`config.mk`:
```
export PLATFORM = sky130hd
export DESIGN_NAME = mmd_decoder
export DESIGN_NICKNAME = d
export VERILOG_FILES = /design/src/common/mmd_pkg.sv /design/src/design/mmd_snapshot.sv /design/src/design/mmd_decoder.sv
export SDC_FILE = /design/constraint.sdc
export NUM_CORES = 1
export LEC_CHECK = 0
export ABC_AREA = 0
export BUFFER_PORTS_ARGS = -buffer_cell sky130_fd_sc_hd__clkbuf_2
export CAP_MARGIN = 20
export CORE_MARGIN = 1
export CORE_UTILIZATION = 47
export DETAILED_ROUTE_END_ITERATION = 12
export GPL_ROUTABILITY_DRIVEN = 0
export PLACE_DENSITY_LB_ADDON = 0.08
export SLEW_MARGIN = 20
export SYNTH_ARGS = -nofsm -noshare
export SYNTH_HDL_FRONTEND = slang
export SYNTH_SLANG_ARGS = --single-unit
export TNS_END_PERCENT = 5
```
`constraint.sdc`:
```
create_clock -name core_clk -period 3.4 [get_ports core_clk]
set_input_delay 0.51 -clock core_clk [delete_from_list [all_inputs] [get_ports core_clk]]
set_output_delay 0.51 -clock core_clk [all_outputs]
set_load 0.01 [all_outputs]
```
`src/common/mmd_pkg.sv`:
```
// constants and types shared by the memory map decoder and its snapshot bank
package mmd_pkg;

  // ==========================================================
  // access spaces seen from the core
  typedef enum logic [1:0] {
    MMD_SP_CODE = 2'b00,  // program fetch or constant read
    MMD_SP_XDATA = 2'b01,  // external move instruction access
    MMD_SP_IDATA = 2'b10,  // internal data access
    MMD_SP_RSVD = 2'b11  // never decoded
  } mmd_space_t;

  // ==========================================================
  // decoded target regions
  typedef enum logic [3:0] {
    MMD_RG_NONE = 4'b0000,
    MMD_RG_VECTOR = 4'b0001,
    MMD_RG_FLASH = 4'b0010,
    MMD_RG_CTRLBITS = 4'b0011,
    MMD_RG_EXPANSION_RAM = 4'b0100,
    MMD_RG_EXTENDED_FUNCTION_REGISTERS = 4'b0101,
    MMD_RG_MDU = 4'b0110,
    MMD_RG_CAN = 4'b0111,
    MMD_RG_ADC = 4'b1000,
    MMD_RG_BANK = 4'b1001,
    MMD_RG_INTERNAL_RAM_LO = 4'b1010,
    MMD_RG_INTERNAL_RAM_HI = 4'b1011,
    MMD_RG_SFR = 4'b1100
  } mmd_region_t;

  // ==========================================================
  // program memory windows
  localparam logic [15:0] MMD_CODE_LO = 16'h0000;
  localparam logic [15:0] MMD_CODE_HI = 16'h7fff;
  localparam logic [15:0] MMD_VEC_LO = 16'h0000;
  localparam logic [15:0] MMD_VEC_HI = 16'h00ff;
  localparam logic [15:0] MMD_CTL_LO = 16'h7f00;
  localparam logic [15:0] MMD_CTL_HI = 16'h7fff;

  // ==========================================================
  // external data windows
  localparam logic [15:0] MMD_EXPANSION_RAM_LO = 16'h0000;
  localparam logic [15:0] MMD_EXPANSION_RAM_HI = 16'h0ef7;
  localparam logic [15:0] MMD_EXTENDED_FUNCTION_REGISTERS_LO = 16'h4020;
  localparam logic [15:0] MMD_EXTENDED_FUNCTION_REGISTERS_HI = 16'h40ff;
  localparam logic [15:0] MMD_MDU_LO = 16'h0ef8;
  localparam logic [15:0] MMD_MDU_HI = 16'h0fd7;
  localparam logic [15:0] MMD_CAN_LO = 16'h0eac;
  localparam logic [15:0] MMD_CAN_HI = 16'h0ed7;
  localparam logic [15:0] MMD_ADC_LO = 16'h0fd8;
  localparam logic [15:0] MMD_ADC_HI = 16'h0fff;

  // ==========================================================
  // internal data windows
  localparam logic [15:0] MMD_BANK_LO = 16'h0000;
  localparam logic [15:0] MMD_BANK_HI = 16'h001f;
  localparam logic [15:0] MMD_INTERNAL_RAM_LO = 16'h0020;
  localparam logic [15:0] MMD_INTERNAL_RAM_HI = 16'h007f;
  localparam logic [15:0] MMD_BITRAM_LO = 16'h0020;
  localparam logic [15:0] MMD_BITRAM_HI = 16'h002f;
  localparam logic [15:0] MMD_UPPER_LO = 16'h0080;
  localparam logic [15:0] MMD_UPPER_HI = 16'h00ff;
  localparam int MMD_BANK_COUNT = 4;
  localparam int MMD_BANK_REGS = 8;

  // ==========================================================
  // bit addressing layout
  localparam logic [7:0] MMD_BIT_SFR_MASK = 8'hf8;  // bit space above 0x7f hits sfr bytes
  localparam logic [7:0] MMD_BIT_SFR_START = 8'h80;

  // ==========================================================
  // snapshot result bank
  localparam int MMD_SNAP_CH = 16;
  localparam int MMD_SNAP_CW = 4;

  // ==========================================================
  // reset values
  localparam logic [15:0] MMD_ADDR_RST = 16'h0000;
  localparam logic [7:0] MMD_BYTE_RST = 8'h00;

endpackage

```
`src/design/mmd_snapshot.sv`:
```
// snapshot bank: upper byte read freezes the matching lower byte
`timescale 1ns/1ps
`default_nettype none
module mmd_snapshot (
  input wire logic core_clk,
  input wire logic rstn,
  input wire logic clk_en,
  input wire logic rd_stb,
  input wire logic [5:0] rd_off,
  input wire logic [mmd_pkg::MMD_SNAP_CH*16-1:0] live_data,
  output logic [7:0] rd_data
);
  import mmd_pkg::*;

  typedef struct packed {
    logic [MMD_SNAP_CH-1:0][7:0] held;
  } mmd_snap_state_t;

  mmd_snap_state_t st;
  mmd_snap_state_t next_st;
  logic [MMD_SNAP_CW-1:0] ch;
  logic upper;

  // even offset is the upper byte of a channel, odd the lower
  assign ch = rd_off[MMD_SNAP_CW:1];
  assign upper = ~rd_off[0];

  // ==========================================================
  // capture and read path
  always_comb begin
    next_st = st;
    if (rd_stb && upper) begin
      next_st.held[ch] = live_data[ch*16 +: 8];  // freeze low half now
    end
    if (upper) begin
      rd_data = live_data[ch*16+8 +: 8];
    end else begin
      rd_data = st.held[ch];  // low half comes from the frozen copy
    end
  end

  always_ff @(posedge core_clk) begin
    if (!rstn) begin
      st <= '0;
    end else if (clk_en) begin
      st <= next_st;
    end
  end
endmodule
`default_nettype wire

```
`src/design/mmd_decoder.sv`:
```
// memory map decoder: splits code, external and internal data accesses
`timescale 1ns/1ps
`default_nettype none
module mmd_decoder (
  input wire logic core_clk,
  input wire logic rstn,
  input wire logic clk_en,
  input wire logic req_valid,
  input wire mmd_pkg::mmd_space_t req_space,
  input wire logic req_indirect,
  input wire logic req_bit,
  input wire logic req_write,
  input wire logic [15:0] req_addr,
  input wire logic [7:0] req_wdata,
  input wire logic [7:0] store_rdata,
  input wire logic [mmd_pkg::MMD_SNAP_CH*16-1:0] adc_live,
  output mmd_pkg::mmd_region_t sel_region,
  output logic [15:0] sel_addr,
  output logic sel_rd,
  output logic sel_wr,
  output logic [7:0] sel_wdata,
  output logic sel_bit,
  output logic [2:0] sel_bit_idx,
  output logic [1:0] sel_bank,
  output logic resp_valid,
  output logic [7:0] resp_rdata
);
  import mmd_pkg::*;

  typedef struct packed {
    mmd_region_t region;
    logic [15:0] addr;
    logic rd;
    logic wr;
    logic [7:0] wdata;
    logic bit_en;
    logic [2:0] bit_idx;
    logic [1:0] bank;
    logic resp_valid;
    logic [7:0] resp_rdata;
  } mmd_state_t;

  mmd_state_t st;
  mmd_state_t next_st;
  mmd_region_t dec_region;
  logic [15:0] dec_base;
  logic [15:0] eff_addr;
  logic [2:0] eff_bit;
  logic [7:0] snap_rdata;
  logic pend;
  logic next_pend;

  // ==========================================================
  // window test used by the code, external and internal data decode branches
  function automatic logic in_win(input logic [15:0] a, input logic [15:0] lo,
                                  input logic [15:0] hi);
    in_win = (a >= lo) && (a <= hi);
  endfunction

  // ==========================================================
  // bit address to byte address translation
  always_comb begin
    eff_addr = req_addr;
    eff_bit = 3'h0;
    if (req_space == MMD_SP_IDATA && req_bit) begin
      eff_bit = req_addr[2:0];
      if (req_addr[7:0] < MMD_BIT_SFR_START) begin
        // bits 0x00..0x7f live in bytes 0x20..0x2f
        eff_addr = MMD_BITRAM_LO + {12'h000, req_addr[6:3]};
      end else begin
        // higher bit numbers hit sfr bytes on eight-byte rows
        eff_addr = {8'h00, req_addr[7:0] & MMD_BIT_SFR_MASK};
      end
    end
  end

  // ==========================================================
  // region decode per space
  always_comb begin
    dec_region = MMD_RG_NONE;
    dec_base = MMD_ADDR_RST;
    unique case (req_space)  // spaces never alias each other
      MMD_SP_CODE: begin
        if (in_win(eff_addr, MMD_VEC_LO, MMD_VEC_HI)) begin
          dec_region = MMD_RG_VECTOR;
        end else if (in_win(eff_addr, MMD_CTL_LO, MMD_CTL_HI)) begin
          dec_region = MMD_RG_CTRLBITS;
        end else if (in_win(eff_addr, MMD_CODE_LO, MMD_CODE_HI)) begin
          dec_region = MMD_RG_FLASH;
        end
        dec_base = MMD_CODE_LO;  // flash keeps the full code address
      end
      MMD_SP_XDATA: begin
        // narrow windows first, the can window sits inside the expansion ram span
        if (in_win(eff_addr, MMD_CAN_LO, MMD_CAN_HI)) begin
          dec_region = MMD_RG_CAN;
          dec_base = MMD_CAN_LO;
        end else if (in_win(eff_addr, MMD_MDU_LO, MMD_MDU_HI)) begin
          dec_region = MMD_RG_MDU;
          dec_base = MMD_MDU_LO;
        end else if (in_win(eff_addr, MMD_ADC_LO, MMD_ADC_HI)) begin
          dec_region = MMD_RG_ADC;
          dec_base = MMD_ADC_LO;
        end else if (in_win(eff_addr, MMD_EXPANSION_RAM_LO, MMD_EXPANSION_RAM_HI)) begin
          dec_region = MMD_RG_EXPANSION_RAM;
          dec_base = MMD_EXPANSION_RAM_LO;
        end else if (in_win(eff_addr, MMD_EXTENDED_FUNCTION_REGISTERS_LO, MMD_EXTENDED_FUNCTION_REGISTERS_HI)) begin
          dec_region = MMD_RG_EXTENDED_FUNCTION_REGISTERS;
          dec_base = MMD_EXTENDED_FUNCTION_REGISTERS_LO;
        end
      end
      MMD_SP_IDATA: begin
        if (eff_addr[15:8] != 8'h00) begin
          dec_region = MMD_RG_NONE;  // beyond the 256-byte space
        end else if (in_win(eff_addr, MMD_BANK_LO, MMD_BANK_HI)) begin
          dec_region = MMD_RG_BANK;
          dec_base = MMD_BANK_LO;
        end else if (in_win(eff_addr, MMD_INTERNAL_RAM_LO, MMD_INTERNAL_RAM_HI)) begin
          dec_region = MMD_RG_INTERNAL_RAM_LO;  // either mode reaches it
          dec_base = MMD_BANK_LO;
        end else if (in_win(eff_addr, MMD_UPPER_LO, MMD_UPPER_HI)) begin
          if (req_indirect && !req_bit) begin
            dec_region = MMD_RG_INTERNAL_RAM_HI;  // pointer access goes to ram
            dec_base = MMD_BANK_LO;
          end else begin
            dec_region = MMD_RG_SFR;  // direct access goes to registers
            dec_base = MMD_UPPER_LO;
          end
        end
      end
      MMD_SP_RSVD: begin
        dec_region = MMD_RG_NONE;
      end
    endcase
  end

  // ==========================================================
  // snapshot bank over the adc result window
  mmd_snapshot u_snap (
    .core_clk(core_clk),
    .rstn(rstn),
    .clk_en(clk_en),
    .rd_stb(st.rd && st.region == MMD_RG_ADC),
    .rd_off(st.addr[5:0]),
    .live_data(adc_live),
    .rd_data(snap_rdata)
  );

  // ==========================================================
  // stage one forwards strobes, stage two returns the answer
  always_comb begin
    next_st = st;
    next_st.rd = 1'b0;
    next_st.wr = 1'b0;
    next_st.resp_valid = 1'b0;
    next_st.resp_rdata = MMD_BYTE_RST;
    if (req_valid) begin
      next_st.region = dec_region;
      next_st.addr = eff_addr - dec_base;
      next_st.rd = !req_write && dec_region != MMD_RG_NONE;
      // code space and adc results are read-only, unmapped writes drop
      next_st.wr = req_write && dec_region != MMD_RG_NONE
                   && req_space != MMD_SP_CODE && dec_region != MMD_RG_ADC;
      next_st.wdata = req_wdata;
      next_st.bit_en = req_space == MMD_SP_IDATA && req_bit;
      next_st.bit_idx = eff_bit;
      next_st.bank = (dec_region == MMD_RG_BANK) ? eff_addr[4:3] : 2'h0;
    end
    // every taken request is answered, refused writes and unmapped ones too
    if (pend) begin
      next_st.resp_valid = 1'b1;
    end
    if (st.rd) begin
      if (st.region == MMD_RG_ADC) begin
        next_st.resp_rdata = snap_rdata;
      end else begin
        next_st.resp_rdata = store_rdata;
      end
    end
  end

  // ==========================================================
  // pending marker so refused and unmapped accesses still get an answer
  always_comb begin
    next_pend = req_valid;  // answered with zero when nothing was read
  end

  always_ff @(posedge core_clk) begin
    if (!rstn) begin
      pend <= 1'b0;
    end else if (clk_en) begin
      pend <= next_pend;
    end
  end

  // ==========================================================
  // state register
  always_ff @(posedge core_clk) begin
    if (!rstn) begin
      st.region <= MMD_RG_NONE;
      st.addr <= MMD_ADDR_RST;
      st.rd <= 1'b0;
      st.wr <= 1'b0;
      st.wdata <= MMD_BYTE_RST;
      st.bit_en <= 1'b0;
      st.bit_idx <= 3'h0;
      st.bank <= 2'h0;
      st.resp_valid <= 1'b0;
      st.resp_rdata <= MMD_BYTE_RST;
    end else if (clk_en) begin
      st <= next_st;
    end
  end

  // ==========================================================
  // outputs straight from the state
  assign sel_region = st.region;
  assign sel_addr = st.addr;
  assign sel_rd = st.rd;
  assign sel_wr = st.wr;
  assign sel_wdata = st.wdata;
  assign sel_bit = st.bit_en;
  assign sel_bit_idx = st.bit_idx;
  assign sel_bank = st.bank;
  assign resp_valid = st.resp_valid;
  assign resp_rdata = st.resp_rdata;
endmodule
`default_nettype wire

```
======== After elaboration in Yosys (flattened, before gate mapping) ========
Index checks and enable logic that the tools add are counted.
word-level totals
  register bits ........................... 174
  bits of input ports ..................... 297
  output and inout bits ................... 45
  word-level logic and storage cells ...... 126
operators by class
  $add $sub $neg .......................... 3
  magnitude comparators ................... 20
  equal/unequal tests ..................... 6
  shift operators ......................... 2
  muxes and demuxes ....................... 39
  bitwise logic cells ..................... 1
  reductions and logical operators ........ 28
operators by type and width
  kind                  count
  $shiftx 256x33->8     1
  $shiftx 256x9->8      1
  $bwmux 128            1
  $mux 8                11
  $mux 15               5
  $le 16x12->1 const B  4
  $ge 16x12->1 const B  3
  $bmux 8 s4            1
  $demux 8 s4           1
  $ge 16x15->1 const B  2
  $le 16x15->1 const B  2
  $mux 16               2
  $pmux 15 s2           1
  $mux 4                7
  $logic_and 1x1->1     20
  $ge 16x1->1 const B   1
  $ge 16x6->1 const B   1
  $ge 16x8->1 const B   1
  $le 16x5->1 const B   1
  $le 16x7->1 const B   1
  $le 16x8->1 const B   1
  $pmux 4 s4            1
  $sub 16x15->16        1
  $mux 3                4
  18 further kinds      25

======== Logic depth before layout (Yosys ltp) ========
  depth in word-level cells ............... 16
  gate-level depth with buffers ........... 16
  gate-level depth less buffers ........... 16

======== Cells and area by module ========
A second synthesis with hierarchy kept.
unflattened totals
  cells, all modules ...................... 1070
  area total of the unflattened synthesis .. 10870.4 µm²
modules (own cells, without submodules)
  module        instances  cells an instance  area each (µm²)  seq. area each (µm²)
  mmd_snapshot  1          701                7902.6           2562.5
  mmd_decoder   1          369                2967.8           920.9

======== Least setup slack after synthesis ========
Ideal clock, no wire load.
  kind .................................... in2reg
  start ................................... in req_space[0]
  end ..................................... reg st (netlist bit sel_addr[11])
  setup time .............................. 132 ps
  arrival time ............................ 3470 ps
  data required time ...................... 3268 ps
  setup slack ............................. -203 ps
  stages on the path ...................... 15
  path buffers ............................ 0
  path through ............................ inv_1 > ha_1 > nand2_1 > a31oi_1 > o21ai_1 > o311ai_1 > a21boi_0 > ha_1 > o21a_1 > o21ai_1 > nor2_1 > a21boi_1 > or4_1 > nand3_1 > a21oi_1
between the ends
  word-level cells in the longest chain between the ends .. 12
  elaborated cells between the ends (all ways) .. 39
  classes of those cells .................. 1 x add/sub; 15 x order compare; 2 x eq/ne; 11 x mux; 10 x reduce/logical
ends and longest elaborated chain
  what                                                 line                                  RTL
  from (decl)                                          mmd_decoder.sv:9                      input wire mmd_pkg::mmd_space_t req_space,
  $eq 2x2->1                                           mmd_decoder.sv:65, mmd_decoder.sv:82
  $logic_and 1x1->1                                    mmd_decoder.sv:65                     if (req_space == MMD_SP_IDATA && req_bit) begin
  $mux 16                                              mmd_decoder.sv:65
  $ge 16x15->1 / $le 16x15->1 (equally long branches)  mmd_decoder.sv:57                     in_win = (a >= lo) && (a <= hi);
  $logic_and 1x1->1                                    mmd_decoder.sv:57
  $mux 15                                              mmd_decoder.sv:107                    end else if (in_win(eff_addr, MMD_EXTENDED_FUNCTION_REGISTERS_LO, MMD_EXTENDED_FUNCTION_REGISTERS_HI)) begin
  $mux 15                                              mmd_decoder.sv:104                    end else if (in_win(eff_addr, MMD_EXPANSION_RAM_LO, MMD_EXPANSION_RAM_HI)) begin
  $mux 15                                              mmd_decoder.sv:101                    end else if (in_win(eff_addr, MMD_ADC_LO, MMD_ADC_HI)) begin
  $mux 15                                              mmd_decoder.sv:98                     end else if (in_win(eff_addr, MMD_MDU_LO, MMD_MDU_HI)) begin
  $mux 15                                              mmd_decoder.sv:95                     if (in_win(eff_addr, MMD_CAN_LO, MMD_CAN_HI)) begin
  $pmux 15 s2                                          mmd_decoder.sv:82                     unique case (req_space)
  $sub 16x15->16 *                                     mmd_decoder.sv:159                    next_st.addr = eff_addr - dec_base;
  to (signal assigned)                                 mmd_decoder.sv:211                    st <= next_st;
  to (decl)                                            mmd_decoder.sv:43                     mmd_state_t st;
Every way passes the cells marked *; elsewhere a longest branch is shown, timed or not.
A chain may end at the register's enable or synchronous reset.

======== Final worst setup path ========
  start ................................... in req_addr[15]
  end ..................................... reg st (netlist bit sel_addr[12])
between the ends
  word-level cells in the longest chain between the ends .. 10
  elaborated cells between the ends (all ways) .. 36
  classes of those cells .................. 1 x add/sub; 15 x order compare; 11 x mux; 9 x reduce/logical
ends and longest elaborated chain
  what                                                 line                RTL
  from (decl)                                          mmd_decoder.sv:13   input wire logic [15:0] req_addr,
  $mux 16 *                                            mmd_decoder.sv:65
  $ge 16x15->1 / $le 16x15->1 (equally long branches)  mmd_decoder.sv:57
  $logic_and 1x1->1                                    mmd_decoder.sv:57
  $mux 15                                              mmd_decoder.sv:107
  $mux 15                                              mmd_decoder.sv:104
  $mux 15                                              mmd_decoder.sv:101
  $mux 15                                              mmd_decoder.sv:98
  $mux 15                                              mmd_decoder.sv:95
  $pmux 15 s2 *                                        mmd_decoder.sv:82
  $sub 16x15->16 *                                     mmd_decoder.sv:159
Marked as above.

==> metrics.cfg <==
[outcome]
status = complete, no violations

[global_route]
grt_overflow_total = 0
antenna_found_initial = 7
grt_pass1_vias = 9400
grt_pass1_wl_um = 51270
grt_max_degree = 101
grtUsageTotal = 0.3006

[final_layout]
final_common_cell = clkbuf_2
final_nets = 1644
layout_common_cells = clkbuf_2 (341), dfxtp_1 (170), nor2_1 (123)
num-fill-cells = 1919
area_growth_pct = 26.22
stdcell_count = 1632
regArea_um2 = 3493
multi_input_area_um2 = 6444
postLayoutCellArea_um2 = 13140
drive_gt1_frac = 0.4245

[synth]
ys_seq_elements = 174
netlist_instances = 997
synth_edf_count = 0
synth.avg_cell_area_um2 = 10.44
ys_async_sr_fraction = 0
synthesis.area_um2 = 10410
yosysUniqueCellTypes = 58
yosysWarningCount = 0
synth_area_leaders = dfxtp_1 (33%), mux4_2 (26%), mux2i_1 (9.7%), nor2_1 (4.4%), nand2_1 (3.4%)
yosysSeqAreaShare = 0.3346
synth_largest_area_cell = dfxtp_1
synth_top_area_share = 0.3346
synth_fp_nets = 1309
synth-main-ff-cell = dfxtp_1

[floorplanning]
num_rows = 54
die_x_um = 150.8
ioPinCount = 342
core-area_um2 = 21760
die_h_um = 150.8
start_util = 0.4785
dieArea_um2 = 22750

[sta]
skew_ps = 11.20
min_period_over_period = 0.9322
hold_viol_final = 0
timing.fmax_ghz = 0.3155
worst_pin_slew_ps = 894.6
whs_ps = 283.1
fin_ws_ps = 230.6
max_slew_margin = 0.4036
drv_slew = 0
fin_crit_ps = 3169
setup_violations = 0
rsz0062_at_grt = false

[clock_tree]
cts_tree = built
post_cts_resized = 0
clkTransAtPathRegs_ps = 70
cts_hold_buf = 0
clk-insertion-delay-late_ps = 440
tritoncts.num_buffers = 17
cts_setup_buffers = 0
clock-sinks = 174
h-tree-depth = 4
cts_root_buf = clkbuf_16
cts_max_path_buffers = 2

[setup_path]
cp.arrival_ps = 3520
cp-start-kind = input port
rr_worst_depth = 5
cp.required_ps = 3750
worstPathMaxFanout = 3
cp-end-kind = flop
path_class = in -> reg

[route]
wirelength_um = 33630
drt_iter0_markers = 556
drt-wirelength-per-cell_um = 20.61
via_per_inst = 5.760
num_vias = 9401
drtAntennaViolNets = 0
remaining_drc_errors = 0
first_pass_iters = 5

[power_and_ir_drop]
p_leak_nw = 5.530
powerDensity_nw_per_um2 = 373.9
irDropWorstVdd_v = 0.0003451
finalPower_mw = 4.914

[placed_design]
dp_worst_setup_slack_ps = -177.7
placed_cells = 1593
dp.final_hpwl_um = 25890
numPortBuffers = 341
place_area_um2 = 12540

[min_path]
whs_path_depth = 3
hold_path.class = in -> reg

[run]
cap_violations = 0

per-layer routing:
| metal | vias to the layer above | GRT usage | part of all wire |
|---|---|---|---|
| met5 | - | 0 | 0 |
| met4 | 0 | 0.1750 | 0.052 |
| met3 | 88 | 0.05271 | 0.055 |
| met2 | 364 | 0.5119 | 0.50 |
| met1 | 4533 | 0.3559 | 0.40 |
| li1 | 4416 | - | - |
registers in the layout (all words and copies together), names as in the netlist:
name	count
u_snap.st	128
sel_addr	16
resp_rdata	8
sel_wdata	8
sel_region	4
sel_bit_idx	3
sel_bank	2
pend	1
resp_valid	1
sel_bit	1
sel_rd	1
sel_wr	1
where the power goes:
part	leakage (nW)	internal [mW]	switching, mW	total, mW
clock network	0.275	0.976	0.934	1.91
registers	1.41	2.06	0.0585	2.11
logic	3.85	0.455	0.434	0.889
total	5.53	3.49	1.43	4.91
layout make-up:
cell class,count,area share
clock buffers,17,0.03237
diodes,7,0.001333
flip-flops and latches,174,0.2658
multi-input cells,728,0.4903
clock inverters,15,0.01152
inverters,10,0.003047
repair buffers,401,0.1689
well taps,280,0.02666
critical path, stage by stage:
cell and delay [ps]:
clkbuf_2 80, or4_1 570, nand2_1 130, and2_1 180, and3_1 160, ha_1 150, inv_1 60, fa_1 370
a21o_1 170, a21o_1 180, a21oi_1 190, o21ai_1 160, a21boi_0 270, xor2_1 100, a211oi_1 220
cell usage after synthesis (4+ instances only):
cell / instances
dfxtp_1: 174
nor2_1: 123
mux4_2: 120
mux2i_1: 101
nand2_1: 94
a21oi_1: 67
nand3_1: 49
clkbuf_1: 45
buf_2: 16
o21ai_1: 15
buf_6: 14
ha_1: 14
a22oi_1: 12
nor3_1: 12
and2_1: 10
inv_1: 9
a211oi_1: 8
o21ai_0: 8
nand4_1: 7
nor3b_1: 7
o21a_1: 6
and3_1: 5
buf_1: 5
nor2b_1: 5
or3_1: 5
a21o_1: 4
buf_4: 4
nor4_1: 4
o211ai_1: 4
through the flow:
stage	TNS, ps	util
finish	0	0.6040
global route	0	0.6040
CTS	0	0.6028
detailed placement	-630.2	0.5763
global placement	-504.6	0.5763
floorplan	-27.07	-
cell families after synthesis:
kind of cell	share of synthesized area
muxes	0.3567
xor gates and xnor gates	0.003366
and+or+nand+nor	0.1513
adders and majority gates	0.01875
buffers and inverters	0.04879
AOI/OAI and AO/OA	0.08653
DFF	0.3346
path summary, 6_finish.rpt:
kind,start,end,slack (ps)
worst max register to register,sel_addr[1],resp_rdata[6],670
worst max-delay path,req_addr[15],sel_addr[12],230
worst min-delay path,req_wdata[4],sel_wdata[4],280
worst min register to register,u_snap.st[93],u_snap.st[93],450
Power figures use the tool's default switching activity.
